===== src/frtcc_pkg.sv =====
package frtcc_pkg;
   // Register addresses
   localparam logic [15:0] ADDR_MODE_CTRL  = 16'hff48;
   localparam logic [15:0] ADDR_PORT2_DIR  = 16'hff22;
   localparam logic [15:0] ADDR_PORT3_DIR  = 16'hff23;
   localparam logic [15:0] ADDR_COMPARE    = 16'hff18;
   localparam logic [15:0] ADDR_COUNTER    = 16'hff1a;
   localparam logic [15:0] ADDR_CAPTURE    = 16'hff1c;
   localparam logic [15:0] ADDR_PORT2_DATA = 16'hff02;
   // Mode control field positions, then port pin positions
   localparam int BIT_OUT_DATA   = 7;
   localparam int BIT_OVF        = 6;
   localparam int BIT_CAP_HI     = 5;
   localparam int BIT_CAP_LO     = 4;
   localparam int BIT_INV_EN     = 3;
   localparam int BIT_CLK_HI     = 2;
   localparam int BIT_CLK_LO     = 1;
   localparam int BIT_OUT_EN     = 0;
   localparam int BIT_OUT_PIN    = 6;
   localparam int BIT_CAP_PIN    = 0;
   // Reset values
   localparam logic [7:0]  RST_MODE_CTRL = 8'h00;
   localparam logic [7:0]  RST_PORT2_DIR = 8'hff;
   localparam logic [7:0]  RST_PORT3_DIR = 8'hff;
   localparam logic [7:0]  RST_PORT2_DAT = 8'h00;
   localparam logic [15:0] RST_COMPARE   = 16'hffff;
   localparam logic [15:0] RST_COUNTER   = 16'h0000;
   localparam logic [15:0] RST_CAPTURE   = 16'h0000;
   // Prescaler divide terminal counts (divide minus one)
   localparam logic [6:0]  DIV4_LAST   = 7'h03;
   localparam logic [6:0]  DIV32_LAST  = 7'h1f;
   localparam logic [6:0]  DIV128_LAST = 7'h7f;
   // Capture edge select codes
   typedef enum logic [1:0] {
      FRTCC_CAP_OFF  = 2'h0,
      FRTCC_CAP_RISE = 2'h1,
      FRTCC_CAP_FALL = 2'h2,
      FRTCC_CAP_BOTH = 2'h3
   } frtcc_cap_t;
   // Count clock select codes
   typedef enum logic [1:0] {
      FRTCC_CLK_DIV1   = 2'h0,
      FRTCC_CLK_DIV4   = 2'h1,
      FRTCC_CLK_DIV32  = 2'h2,
      FRTCC_CLK_DIV128 = 2'h3
   } frtcc_clk_t;
endpackage


===== src/frtcc_timer.sv =====
`timescale 1ns/1ns
// Operation
// - Reset clears the mode control register to zero.
// - Bit 7 reads the timer output level; writes ignored.
// - Bit 6 set on counter wrap; cleared by reset or writing zero.
// - Bits 5:4 select capture edge: off, rising, falling, both.
// - Bit 3 permits output toggling on compare match.
// - Bits 2:1 select count rate: divide by 1, 4, 32, 128.
// - Bit 0 hands pin to timer output, else ordinary port.
// - Match of counter and compare raises interrupt; counter keeps running.
// - Matches recur once per full 65536-count wrap.
// - With inversion and output enable set, output toggles on every match.
// - Direction bit 0 drives pin, 1 releases; port 2 resets all ones.
// - Capture edge latches counter within three clocks; held until next.
// - Timer output starts low when output enable is set.
// - Reset loads compare register with all ones.
// - Reset clears counter, which then free-runs immediately.
module frtcc_timer
(
   input  wire logic        SYS_CLK,
   input  wire logic        RST_N,
   input  wire logic [15:0] ADDR,
   input  wire logic        WR_EN,
   input  wire logic        WR_WORD,
   input  wire logic [15:0] WR_DATA,
   input  wire logic        RD_EN,
   output logic      [15:0] RD_DATA,
   input  wire logic        CAPTURE_TRIGGER_PIN,
   output logic             TIMER_OUTPUT_PIN,
   output logic             TIMER_OUTPUT_PIN_OE,
   output logic             COMPARE_IRQ
);

   ////////////////////////////////////////////////////////////////////////
   // State
   logic [7:0]  mode_ctrl;
   logic [7:0]  next_mode_ctrl;
   logic [7:0]  port2_direction;
   logic [7:0]  next_port2_direction;
   logic [7:0]  port3_direction;
   logic [7:0]  next_port3_direction;
   logic [7:0]  port_two;
   logic [7:0]  next_port_two;
   logic [15:0] compare_value;
   logic [15:0] next_compare_value;
   logic [15:0] free_run_counter;
   logic [15:0] next_free_run_counter;
   logic [15:0] capture_value;
   logic [15:0] next_capture_value;
   logic        output_data_level;
   logic        next_output_data_level;
   logic [6:0]  prescale;
   logic [6:0]  next_prescale;
   logic        cap_meta;
   logic        cap_sync;
   logic        cap_prev;
   logic        irq;
   logic        next_irq;
   logic        count_en;
   logic        cap_hit;
   logic        match;
   logic        wr_mode;
   logic [6:0]  div_last;

   assign wr_mode = WR_EN && (ADDR == frtcc_pkg::ADDR_MODE_CTRL);

   ////////////////////////////////////////////////////////////////////////
   // Prescaler: one-cycle count enable instead of a derived clock
   always_comb
   begin
      unique case (frtcc_pkg::frtcc_clk_t'(mode_ctrl[frtcc_pkg::BIT_CLK_HI:
                                                     frtcc_pkg::BIT_CLK_LO]))
         frtcc_pkg::FRTCC_CLK_DIV1:   div_last = 7'h00;
         frtcc_pkg::FRTCC_CLK_DIV4:   div_last = frtcc_pkg::DIV4_LAST;
         frtcc_pkg::FRTCC_CLK_DIV32:  div_last = frtcc_pkg::DIV32_LAST;
         frtcc_pkg::FRTCC_CLK_DIV128: div_last = frtcc_pkg::DIV128_LAST;
      endcase
      // Compare against the masked count so a rate change never stalls
      count_en = ((prescale & div_last) == div_last);
      next_prescale = prescale + 7'h01;
   end

   always_ff @(posedge SYS_CLK)
   begin
      if (!RST_N)
         prescale <= 7'h00;
      else
         prescale <= next_prescale;
   end

   ////////////////////////////////////////////////////////////////////////
   // Capture pin synchroniser and edge detect
   always_ff @(posedge SYS_CLK)
   begin
      if (!RST_N)
      begin
         cap_meta <= 1'b0;
         cap_sync <= 1'b0;
         cap_prev <= 1'b0;
      end
      else
      begin
         cap_meta <= CAPTURE_TRIGGER_PIN;
         cap_sync <= cap_meta;
         cap_prev <= cap_sync;
      end
   end

   always_comb
   begin
      unique case (frtcc_pkg::frtcc_cap_t'(mode_ctrl[frtcc_pkg::BIT_CAP_HI:
                                                     frtcc_pkg::BIT_CAP_LO]))
         frtcc_pkg::FRTCC_CAP_OFF:  cap_hit = 1'b0;
         frtcc_pkg::FRTCC_CAP_RISE: cap_hit = cap_sync && !cap_prev;
         frtcc_pkg::FRTCC_CAP_FALL: cap_hit = !cap_sync && cap_prev;
         frtcc_pkg::FRTCC_CAP_BOTH: cap_hit = cap_sync != cap_prev;
      endcase
   end

   ////////////////////////////////////////////////////////////////////////
   // Counter: never cleared on match, so matches recur once per wrap
   assign match = (free_run_counter == compare_value);

   always_comb
   begin
      next_free_run_counter = free_run_counter;
      if (count_en)
         next_free_run_counter = free_run_counter + 16'h0001;
   end

   // Restarts from zero and free-runs on the first enable after reset
   always_ff @(posedge SYS_CLK)
   begin
      if (!RST_N)
         free_run_counter <= frtcc_pkg::RST_COUNTER;
      else
         free_run_counter <= next_free_run_counter;
   end

   ////////////////////////////////////////////////////////////////////////
   // Compare register: one word write, or one byte at a time
   always_comb
   begin
      next_compare_value = compare_value;
      if (WR_EN && ADDR == frtcc_pkg::ADDR_COMPARE)
      begin
         if (WR_WORD)
            next_compare_value = WR_DATA;
         else
            next_compare_value[7:0] = WR_DATA[7:0];
      end
      // A half-written value can match; software masks the request meanwhile
      if (WR_EN && ADDR == (frtcc_pkg::ADDR_COMPARE + 16'h0001))
         next_compare_value[15:8] = WR_DATA[7:0];
   end

   always_ff @(posedge SYS_CLK)
   begin
      if (!RST_N)
         compare_value <= frtcc_pkg::RST_COMPARE;
      else
         compare_value <= next_compare_value;
   end

   ////////////////////////////////////////////////////////////////////////
   // Capture register: holds until the next selected edge
   always_comb
   begin
      next_capture_value = capture_value;
      if (cap_hit)
         next_capture_value = free_run_counter;
   end

   // Cleared at reset so an early read is never unknown
   always_ff @(posedge SYS_CLK)
   begin
      if (!RST_N)
         capture_value <= frtcc_pkg::RST_CAPTURE;
      else
         capture_value <= next_capture_value;
   end

   ////////////////////////////////////////////////////////////////////////
   // Match pulse and timer output data
   always_comb
   begin
      next_output_data_level = output_data_level;
      next_irq               = 1'b0;
      // One pulse per count period in which the match holds
      if (match && count_en)
      begin
         next_irq = 1'b1;
         if (mode_ctrl[frtcc_pkg::BIT_INV_EN])
            next_output_data_level = !output_data_level;
      end
      // Output data parked low while the pin is not handed over
      if (!mode_ctrl[frtcc_pkg::BIT_OUT_EN])
         next_output_data_level = 1'b0;
   end

   always_ff @(posedge SYS_CLK)
   begin
      if (!RST_N)
      begin
         output_data_level <= 1'b0;
         irq               <= 1'b0;
      end
      else
      begin
         output_data_level <= next_output_data_level;
         irq               <= next_irq;
      end
   end

   ////////////////////////////////////////////////////////////////////////
   // Mode control register
   always_comb
   begin
      next_mode_ctrl = mode_ctrl;
      if (wr_mode)
      begin
         // Bit 7 is read-only; overflow bit can only be cleared by software
         next_mode_ctrl[5:0] = WR_DATA[5:0];
         if (!WR_DATA[frtcc_pkg::BIT_OVF])
            next_mode_ctrl[frtcc_pkg::BIT_OVF] = 1'b0;
      end
      // Wrap sets the flag; set wins over a same-cycle clear
      if (count_en && free_run_counter == 16'hffff)
         next_mode_ctrl[frtcc_pkg::BIT_OVF] = 1'b1;
      // Stored bit 7 unused; reads show the live output data instead
      next_mode_ctrl[frtcc_pkg::BIT_OUT_DATA] = 1'b0;
   end

   always_ff @(posedge SYS_CLK)
   begin
      if (!RST_N)
         mode_ctrl <= frtcc_pkg::RST_MODE_CTRL;
      else
         mode_ctrl <= next_mode_ctrl;
   end

   ////////////////////////////////////////////////////////////////////////
   // Port direction and latch registers
   always_comb
   begin
      next_port2_direction = port2_direction;
      next_port3_direction = port3_direction;
      next_port_two        = port_two;
      if (WR_EN && ADDR == frtcc_pkg::ADDR_PORT2_DIR)
         next_port2_direction = WR_DATA[7:0];
      if (WR_EN && ADDR == frtcc_pkg::ADDR_PORT3_DIR)
         next_port3_direction = WR_DATA[7:0];
      if (WR_EN && ADDR == frtcc_pkg::ADDR_PORT2_DATA)
         next_port_two = WR_DATA[7:0];
   end

   // Directions reset to input so no pin is driven before software acts
   always_ff @(posedge SYS_CLK)
   begin
      if (!RST_N)
      begin
         port2_direction <= frtcc_pkg::RST_PORT2_DIR;
         port3_direction <= frtcc_pkg::RST_PORT3_DIR;
         port_two        <= frtcc_pkg::RST_PORT2_DAT;
      end
      else
      begin
         port2_direction <= next_port2_direction;
         port3_direction <= next_port3_direction;
         port_two        <= next_port_two;
      end
   end

   ////////////////////////////////////////////////////////////////////////
   // Read mux; bit 7 shows live output data
   always_comb
   begin
      RD_DATA = 16'h0000;
      if (RD_EN)
      begin
         unique case (ADDR)
            frtcc_pkg::ADDR_MODE_CTRL:
               RD_DATA = {8'h00, output_data_level, mode_ctrl[6:0]};
            frtcc_pkg::ADDR_PORT2_DIR:  RD_DATA = {8'h00, port2_direction};
            frtcc_pkg::ADDR_PORT3_DIR:  RD_DATA = {8'h00, port3_direction};
            frtcc_pkg::ADDR_PORT2_DATA: RD_DATA = {8'h00, port_two};
            frtcc_pkg::ADDR_COMPARE:    RD_DATA = compare_value;
            frtcc_pkg::ADDR_COUNTER:    RD_DATA = free_run_counter;
            frtcc_pkg::ADDR_CAPTURE:    RD_DATA = capture_value;
            default:                    RD_DATA = 16'h0000;
         endcase
      end
   end

   ////////////////////////////////////////////////////////////////////////
   // Pin: timer data when enabled, port latch otherwise; buffer off on 1
   assign TIMER_OUTPUT_PIN = mode_ctrl[frtcc_pkg::BIT_OUT_EN] ? output_data_level
                           : port_two[frtcc_pkg::BIT_OUT_PIN];
   assign TIMER_OUTPUT_PIN_OE = !port2_direction[frtcc_pkg::BIT_OUT_PIN];
   assign COMPARE_IRQ = irq;

endmodule


===== config.mk =====
export PLATFORM = sky130hd
export DESIGN_NAME = frtcc_timer
export DESIGN_NICKNAME = d
export VERILOG_FILES = /design/src/frtcc_pkg.sv /design/src/frtcc_timer.sv
export SDC_FILE = /design/constraint.sdc
export NUM_CORES = 1
export LEC_CHECK = 0
export BUFFER_PORTS_ARGS = -buffer_cell sky130_fd_sc_hd__buf_2
export CORE_ASPECT_RATIO = 0.9
export CORE_MARGIN = 5
export CORE_UTILIZATION = 58
export CTS_CLUSTER_SIZE = 24
export DETAILED_ROUTE_END_ITERATION = 6
export GPL_TIMING_DRIVEN = 1
export PLACE_DENSITY = 0.79
export SYNTH_ARGS = -nofsm -noshare
export SYNTH_HDL_FRONTEND = slang
export SYNTH_SLANG_ARGS = --single-unit

===== constraint.sdc =====
create_clock -name SYS_CLK -period 2.2 [get_ports SYS_CLK]
set_input_delay 0 -clock SYS_CLK [delete_from_list [all_inputs] [get_ports SYS_CLK]]
set_output_delay 0 -clock SYS_CLK [all_outputs]
set_load 0.01 [all_outputs]

Word level (Yosys, flattened, before mapping). Cells that the tools add are included.

Input bits: 38. Register bits: 91. Logic and storage cells: 72. Output and inout bits: 19.

Reduce and logical (&&, ||, !) cells: 23. Bitwise operators: 1. Mux-type cells: 12. Equal/unequal tests: 19. Add/sub/neg operators: 2.

Operators by type and width (count): 16-bit equality test (second input constant) (9); 16-bit case mux with 7 select lines (1); 16-bit 2-to-1 mux (2); 7-bit case mux with 4 select lines (1); 16-bit by 1-bit adder with 16-bit output (second input constant) (1); 16-bit equality test (1); 8-bit 2-to-1 mux (2); 1-bit logical AND (10); 2-bit equality test (second input constant) (4); 2-bit AND reduction (4); 7-bit by 1-bit adder with 7-bit output (second input constant) (1); 7-bit bitwise AND (1); 7-bit equality test (1); 7-bit 2-to-1 mux (1); 2-bit nonzero test (3); 2-bit by 1-bit equality test with 1-bit output (second input constant) (2); 1-bit logical NOT (4); 2-bit logical NOT (2); 1-bit 2-to-1 mux (4); 1-bit case mux with 4 select lines (1); 2-bit by 1-bit != test with 1-bit output (second input constant) (1); 1-bit != test (1).

Longest topological paths before layout. Gate-level depths: netlist of the first run.

Word-level depth: 7. Depth in mapped cells: 8. Mapped depth without buffers: 7.

Worst setup path after synthesis of the first run. Ideal clock, no wire load.

Kind: register to register. Start: register cap_sync. End: register capture_value[10]. Clock period less this slack: 1.792 ns. Cell stages (with the launch flop): 9. Library setup time: 0.128 ns. Setup slack: 0.408 ns. Buffers on the path: 1. Required time: 2.072 ns. Arrival time: 1.664 ns. Path through: dfxtp_1 > inv_1 > ha_1 > nor2b_1 > o21ai_0 > o21ai_1 > buf_4 > mux2i_1 > nor2_1.

Longest elaborated chain between the ends: 3. Elaborated cells on any way between the ends: 5. Classes of those cells: eq/ne (1); mux (1); reduce/logical (3).

Ends and longest elaborated chain: start: declaration (line frtcc_timer.sv:55) `logic cap_sync;`; start signal: assignment (line frtcc_timer.sv:104) `cap_sync <= cap_meta;`; 1-bit logical NOT (line frtcc_timer.sv:115) `frtcc_pkg::FRTCC_CAP_FALL: cap_hit = !cap_sync && cap_prev;`; 1-bit logical AND (line frtcc_timer.sv:115); 1-bit case mux with 4 select lines * (line frtcc_timer.sv:111) `unique case (frtcc_pkg::frtcc_cap_t'(mode_ctrl[frtcc_pkg::BIT_CAP_HI:`; end signal: assignment (line frtcc_timer.sv:178) `capture_value <= frtcc_pkg::RST_CAPTURE;`; end signal: assignment (line frtcc_timer.sv:180) `capture_value <= next_capture_value;`; end: declaration (line frtcc_timer.sv:48) `logic [15:0] capture_value;`.

Every way passes the cells marked *; elsewhere a longest branch is shown, timed or not. A chain may end at the register's enable or synchronous reset.

Worst setup path in the final report of the first run.
Start: register cap_sync. End: register capture_value[8].

The elaborated chain is that of the path after synthesis.

==> results of run 1 <==
==> critical path, delay by kind of cell, from the launching register on <==
family                     cells  cell delay (ps)
AOI/OAI and AO/OA              1              910
DFF                            1              330
muxes                          1              320
adders and majority gates      1              140
and+or+nand+nor                2              130
buffers and inverters          1               70
==> registers in the layout, summed over array words and instances, names as in the netlist, 7 cells and up <==
name	cells
capture_value	16
port3_direction	8
port2_direction	8
free_run_counter	16
compare_value	16
mode_ctrl	7
port_two	8
prescale	7
==> power by group through the flow <==
stage	Combinational (mW)	Sequential (mW)	Clock (mW)
after global placement	0.198	1.71	0
final	0.231	1.67	1.20
after global routing	0.252	1.68	1.28
after floorplan	0.123	1.70	0
after detailed placement	0.204	1.71	0
after CTS	0.227	1.67	1.21
==> per-layer routing <==
layer  share of wire [%]  track usage, %
met3                 6.9            5.36
met2                  48            45.1
met5                   0               0
met1                  43            33.4
met4                 2.1            9.39
==> cell type report <==
class                      instances  share of cell area [%]
clock buffer                       9                    2.30
clock inverter                     7                    1.56
inverter                          17                    1.19
multi-input combinational        389                    47.5
sequential                        91                    33.9
tap                               96                    2.23
timing repair buffer              91                    11.4
==> through the flow <==
step                setup slack [ps]  hold WS [ps]  cell area, sq um
finish                           188           137              5380
global route                    73.2           153              5380
CTS                              227           119              5380
detailed placement               249           214              4940
global placement                 316           213              4940
floorplan                        408           125              4580
==> cells in the final DEF, fill, tap and decap left out, types with 4 or more instances in the layout <==
cell type	synthesis	routed
dfxtp_1	91	91
mux2i_1	64	64
nor2_1	56	56
buf_2	9	56
nand2_1	48	48
nand3_1	40	40
o21ai_0	30	30
a21oi_1	27	27
dlygate4sd3_1	0	23
xor2_1	22	22
inv_1	17	17
buf_4	1	11
and3_1	9	9
clkbuf_8	0	9
o22a_1	8	8
a32oi_1	8	8
a221o_1	8	8
and2_1	7	7
or3_1	7	7
nor4_1	6	6
nand4_1	5	5
xnor2_1	4	4
ha_1	4	4
==> how the worst min path moves through the flow <==
stage	startpoint	end	slack, ps	depth (start not counted)
after floorplan	WR_DATA[0]	compare_value[0]$_SDFFE_PN1P_	130	2
after global placement	CAPTURE_TRIGGER_PIN	cap_meta$_SDFF_PN0_	210	2
after detailed placement	CAPTURE_TRIGGER_PIN	cap_meta$_SDFF_PN0_	210	2
after CTS	WR_EN	mode_ctrl[6]$_SDFFE_PN0P_	120	4
after global routing	WR_EN	mode_ctrl[6]$_SDFFE_PN0P_	150	4
final	WR_EN	mode_ctrl[6]$_SDFFE_PN0P_	140	4
==> timing repair <==
action | 4_1_cts | 5_1_grt
hold buffers | 23 | 0
endpoints found under the hold margin | 35 | 0
gates resized for setup | 0 | 0
setup endpoints to repair | 0 | 0
==> logic make-up (layout without fill, tap and decap cells) <==
logic type | count (synthesis) | after routing
mux | 65 | 65
flops | 91 | 91
buf+inv | 51 | 124
compound gates | 91 | 91
xor+xnor | 26 | 26
simple gates | 203 | 203
fa+ha+maj | 4 | 4
==> impl_metrics.py, run 1 <==
metrics = {
    "outcome": {
        "status": "finished, final reports clean",
    },
    "synth": {
        "syn_avg_cell_area_sq_um": 8.62,
        "synth-async-reset-ratio_pct": 0,
        "synth_most_common_cell": "dfxtp_1",
        "synth_cell_types": 47,
        "synth_fa_ha_area_share_pct": 1.09,
        "synthDominantCellAreaShare_pct": 39.8,
        "yosys-mux-area-fraction_pct": 14.2,
        "synth_compound_area_share_pct": 12.8,
        "ys.flop_type": "dfxtp_1",
        "syn-cell-area_sq_um": 4580,
        "synth_enable_flop_cells": 0,
        "synthXorXnorAreaFrac_pct": 4.97,
        "synthSimpleGateAreaFrac_pct": 22.6,
        "syn_nets": 573,
        "synth_common_cells": "dfxtp_1, mux2i_1, nor2_1",
        "synth_top_family_by_area": "simple AND/OR/NAND/NOR gates",
        "synth-seq-cells": 91,
        "synth_seq_area_share_pct": 39.8,
        "synth_cells": 531,
        "synth.largest_area_cell": "dfxtp_1",
        "yosysWarnings": 0,
        "yosys-top-cells-area": "dfxtp_1, mux2i_1, nor2_1",
    },
    "power": {
        "leakage_nw": 2.31,
        "cellPowerDensity_nw_per_um2": 577,
        "seq_power_share_pct": 53.9,
        "finalPower_mw": 3.11,
        "clkPwrFrac_pct": 38.7,
        "intPower_mw": 2.30,
        "switchingPower_mw": 0.805,
        "p_comb_share_pct": 7.4,
        "vdd_drop_max_mv": 0.432,
        "sw_frac_of_total_pct": 25.9,
    },
    "sta": {
        "clock.fmax_mhz": 497,
        "setup_viol": 0,
        "slew_headroom_pct": 20.8,
        "clock_skew_ps": 5.03,
        "drv_slew": 0,
        "finalSetupTns_ps": 0,
        "hold_viol": 0,
        "fin_crit_ps": 2010,
        "grt_setup_unrepaired": "false",
        "period_share_pct": 91.4,
        "worstMarginPinSlew_ps": 1190,
    },
    "floorplanning": {
        "die_h_um": 94.3,
        "row_count": 30,
        "dieArea_sq_um": 9780,
        "initial_core_util_pct": 60.1,
        "ios": 57,
        "core_sq_um": 7620,
        "die_x_um": 104,
    },
    "place": {
        "port_buffers": 56,
        "dpl.hpwl_um": 8840,
        "gp_congestion": 0.867,
        "post-place-cells": 661,
    },
    "final_layout": {
        "nets": 641,
        "drive_above_1_share_pct": 15.9,
        "fin_util_pct": 70.6,
        "seq_area_sq_um": 1820,
        "final_cell_count_no_fill": 700,
        "antennaDiodeCount": 0,
        "nFillCells": 601,
        "area.growth.synth_to_final_pct": 17.5,
        "multi_input_comb_area_sq_um": 2550,
    },
    "clock_network": {
        "worst_setup_hold_path_clk_slew_ps": 90,
        "post_cts_buffers": 0,
        "cts_tree": "done",
        "h-tree-depth": 3,
        "cts_root_buf": "clkbuf_8",
        "cts_buffers": 9,
        "clock_path_buffers": 2,
        "clock_sinks": 91,
        "clk_latency_ps": 360,
    },
    "worst_setup_path": {
        "cp_slowest_cell": "o21ai_2",
        "crit_required_ps": 2460,
        "start_kind": "register",
        "slowest_delay_ps": 910,
        "critPathArrivalTime_ps": 2270,
        "critPathLaunch": "cap_sync$_SDFF_PN0_",
        "r2r-end": "capture_value[8]$_SDFFE_PN0P_",
        "ff2ff_path_depth": 6,
        "crit_path_end": "capture_value[8]$_SDFFE_PN0P_",
        "crit_type": "reg2reg",
        "reg2reg_from": "cap_sync$_SDFF_PN0_",
        "r2r_slack_ps": 190,
        "crit_chain": "inv_1, ha_1, nand2_1, o21ai_2, mux2i_1, nor2_1",
        "critPathMaxFanout": 16,
        "end_kind": "register",
    },
    "route": {
        "routed_wirelength_um": 12700,
        "drc": 0,
        "postRouteAntennaNets": 0,
        "first_pass_iters": 5,
        "drt_iter0_drc": 412,
        "vias_per_cell": 6.03,
        "wl_per_cell_um": 18.2,
        "vias": 4221,
    },
    "global_routing": {
        "grt_pass1_vias": 4253,
        "grt_pass1_wl_um": 21000,
        "grt_max_degree": 62,
        "grt_overflow": 0,
        "grt_use_total_pct": 26.5,
        "antenna_found_initial": 0,
    },
    "min_path": {
        "hold_class": "in2reg",
    },
    "run": {
        "drv_cap": 0,
    },
}
Power figures use the tool's default switching activity.
==> run 2: changes to the inputs <==
--- a/config.mk
+++ b/config.mk
@@ -7,12 +7,12 @@
 export LEC_CHECK = 0
 export BUFFER_PORTS_ARGS = -buffer_cell sky130_fd_sc_hd__buf_2
 export CORE_ASPECT_RATIO = 0.9
-export CORE_MARGIN = 5
-export CORE_UTILIZATION = 58
+export CORE_MARGIN = 2
+export CORE_UTILIZATION = 52
 export CTS_CLUSTER_SIZE = 24
 export DETAILED_ROUTE_END_ITERATION = 6
 export GPL_TIMING_DRIVEN = 1
-export PLACE_DENSITY = 0.79
+export PLACE_DENSITY = 0.75
 export SYNTH_ARGS = -nofsm -noshare
 export SYNTH_HDL_FRONTEND = slang
 export SYNTH_SLANG_ARGS = --single-unit
==> constraint.sdc (replaced) <==
create_clock -name SYS_CLK -period 1.69 [get_ports SYS_CLK]
set_input_delay 0.169 -clock SYS_CLK [delete_from_list [all_inputs] [get_ports SYS_CLK]]
set_output_delay 0.169 -clock SYS_CLK [all_outputs]
set_load 0.01 [all_outputs]
==> impl_metrics.py, run 2 (same netlist as run 1, synthesis figures left out) <==
metrics = {
    "power": {
        "vdd_drop_max_mv": 0.589,
        "switchingPower_mw": 1.04,
        "clkPwrFrac_pct": 35.8,
        "intPower_mw": 2.91,
        "p_comb_share_pct": 9.1,
        "sw_frac_of_total_pct": 26.3,
        "seq_power_share_pct": 55.1,
        "leakage_nw": 2.56,
        "cellPowerDensity_nw_per_um2": 662,
    },
    "run": {
        "drv_cap": 0,
    },
    "sta": {
        "hold_viol": 0,
        "drv_slew": 0,
        "whs_ps": 16.3,
        "slew_headroom_pct": 74.9,
        "fin_ws_ps": -94.4,
        "clock_skew_ps": 11.2,
        "fin_crit_ps": 1780,
        "grt_setup_unrepaired": "true",
        "clock.fmax_mhz": 560,
        "period_share_pct": 106,
        "setup_viol": 10,
        "finalSetupTns_ps": -658,
        "worstMarginPinSlew_ps": 375,
    },
    "floorplanning": {
        "core_sq_um": 8570,
        "dieArea_sq_um": 9570,
        "die_x_um": 103,
        "row_count": 32,
        "initial_core_util_pct": 53.4,
        "ios": 57,
        "die_h_um": 93.0,
    },
    "final_layout": {
        "multi_input_comb_area_sq_um": 2720,
        "nets": 683,
        "area.growth.synth_to_final_pct": 30.2,
        "layout_commonest_cell": "buf_4",
        "top_regs": "capture_value (16), compare_value (16), free_run_counter (16)",
        "seq_area_sq_um": 1860,
        "nFillCells": 655,
        "antennaDiodeCount": 0,
        "final_cell_count_no_fill": 765,
        "drive_above_1_share_pct": 31.7,
        "layout_common_cells": "buf_4, dfxtp_1, mux2i_1",
    },
    "worst_setup_path": {
        "start_kind": "input port",
        "critPathArrivalTime_ps": 1620,
        "crit_required_ps": 1520,
        "r2r_slack_ps": -30,
        "end_kind": "output pin",
        "r2r-end": "output_data_level$_SDFFE_PN0P_",
        "crit_type": "in2out",
        "reg2reg_from": "free_run_counter[0]$_SDFFE_PN0P_",
        "ff2ff_path_depth": 5,
        "critPathMaxFanout": 9,
    },
    "min_path": {
        "min_from": "CAPTURE_TRIGGER_PIN",
        "hold_depth": 2,
        "min_to": "cap_meta$_SDFF_PN0_",
        "hold_class": "in2reg",
    },
    "clock_network": {
        "h-tree-depth": 3,
        "clk_latency_ps": 360,
        "cts_buffers": 9,
        "cts_tree": "done",
        "clock_sinks": 91,
        "worst_setup_hold_path_clk_slew_ps": 80,
        "cts_root_buf": "clkbuf_8",
        "clock_path_buffers": 2,
        "cts_hold_buf": 0,
    },
    "outcome": {
        "status": "finished, violations left",
        "violations": "negative setup slack",
    },
    "place": {
        "dpl.hpwl_um": 9780,
        "post-place-cells": 741,
        "gp_congestion": 0.885,
        "port_buffers": 56,
        "pre_cts_ws_ps": -310,
    },
    "route": {
        "vias_per_cell": 5.92,
        "postRouteAntennaNets": 0,
        "drc": 0,
        "routed_wirelength_um": 14000,
        "first_pass_iters": 5,
        "vias": 4529,
        "wl_per_cell_um": 18.3,
        "drt_iter0_drc": 305,
    },
    "global_routing": {
        "grt_use_total_pct": 29.5,
        "antenna_found_initial": 0,
        "grt_max_degree": 46,
        "grt_pass1_vias": 4177,
        "grt_pass1_wl_um": 21600,
        "grt_overflow": 0,
    },
}
-- run 2: through the flow --
stage	utilization (%)	total power [mW]	cell area [sq um]
4_1_cts	68.4	3.94	5860
5_1_grt	69.6	4.07	5960
3_3_place_gp	64.2	2.53	5500
2_1_floorplan	-	2.38	4640
6_report	69.6	3.95	5960
3_5_place_dp	64.2	2.54	5500
-- run 2: layout make-up --
| type | count | share of cell area, % |
|---|---|---|
| Tap cell | 119 | 2.50 |
| Clock buffer | 10 | 2.31 |
| Timing Repair Buffer | 133 | 16.5 |
| Inverter | 17 | 1.07 |
| Multi-Input combinational cell | 389 | 45.6 |
| Sequential cell | 91 | 31.2 |
| Clock inverter | 6 | 0.839 |
-- run 2: worst max path at each step --
stage	from	end	slack, ps	cells past startpoint
6_report	ADDR[8]	RD_DATA[4]	-90	9
5_1_grt	ADDR[1]	RD_DATA[1]	-160	9
4_1_cts	ADDR[10]	RD_DATA[6]	-80	7
3_5_place_dp	ADDR[6]	RD_DATA[3]	-310	7
3_3_place_gp	ADDR[6]	RD_DATA[3]	-260	7
2_1_floorplan	ADDR[14]	RD_DATA[7]	3	6
-- run 2: what timing repair did --
item	in CTS	in global routing
setup endpoints to repair	17	32
pin swaps	10	14
gates cloned	0	1
buffers inserted	5	2
resized for setup	36	21
hold endpoints to repair	0	0
-- run 2: layer usage --
layer,track usage [%],share of wire (%),up-vias
li1,-,-,2093
met1,39.5,42,2177
met2,48.3,48,224
met3,5.23,7.5,35
met4,9.43,2.8,0
met5,0,0,-
-- run 2: power by group through the flow --
stage | clock network, mW | logic, mW | registers [mW]
after floorplan | 0 | 0.160 | 2.22
after global placement | 0 | 0.309 | 2.22
after detailed placement | 0 | 0.316 | 2.22
after CTS | 1.43 | 0.344 | 2.17
after global routing | 1.51 | 0.381 | 2.18
final | 1.41 | 0.358 | 2.17
-- run 2: worst max-delay path, cell delays in order --
cell and delay (ps):
buf_6 70, nand4_1 180, buf_4 190, buf_4 120
nor4_2 140, buf_4 220, nand3_1 120, a32oi_2 240
buf_2 160
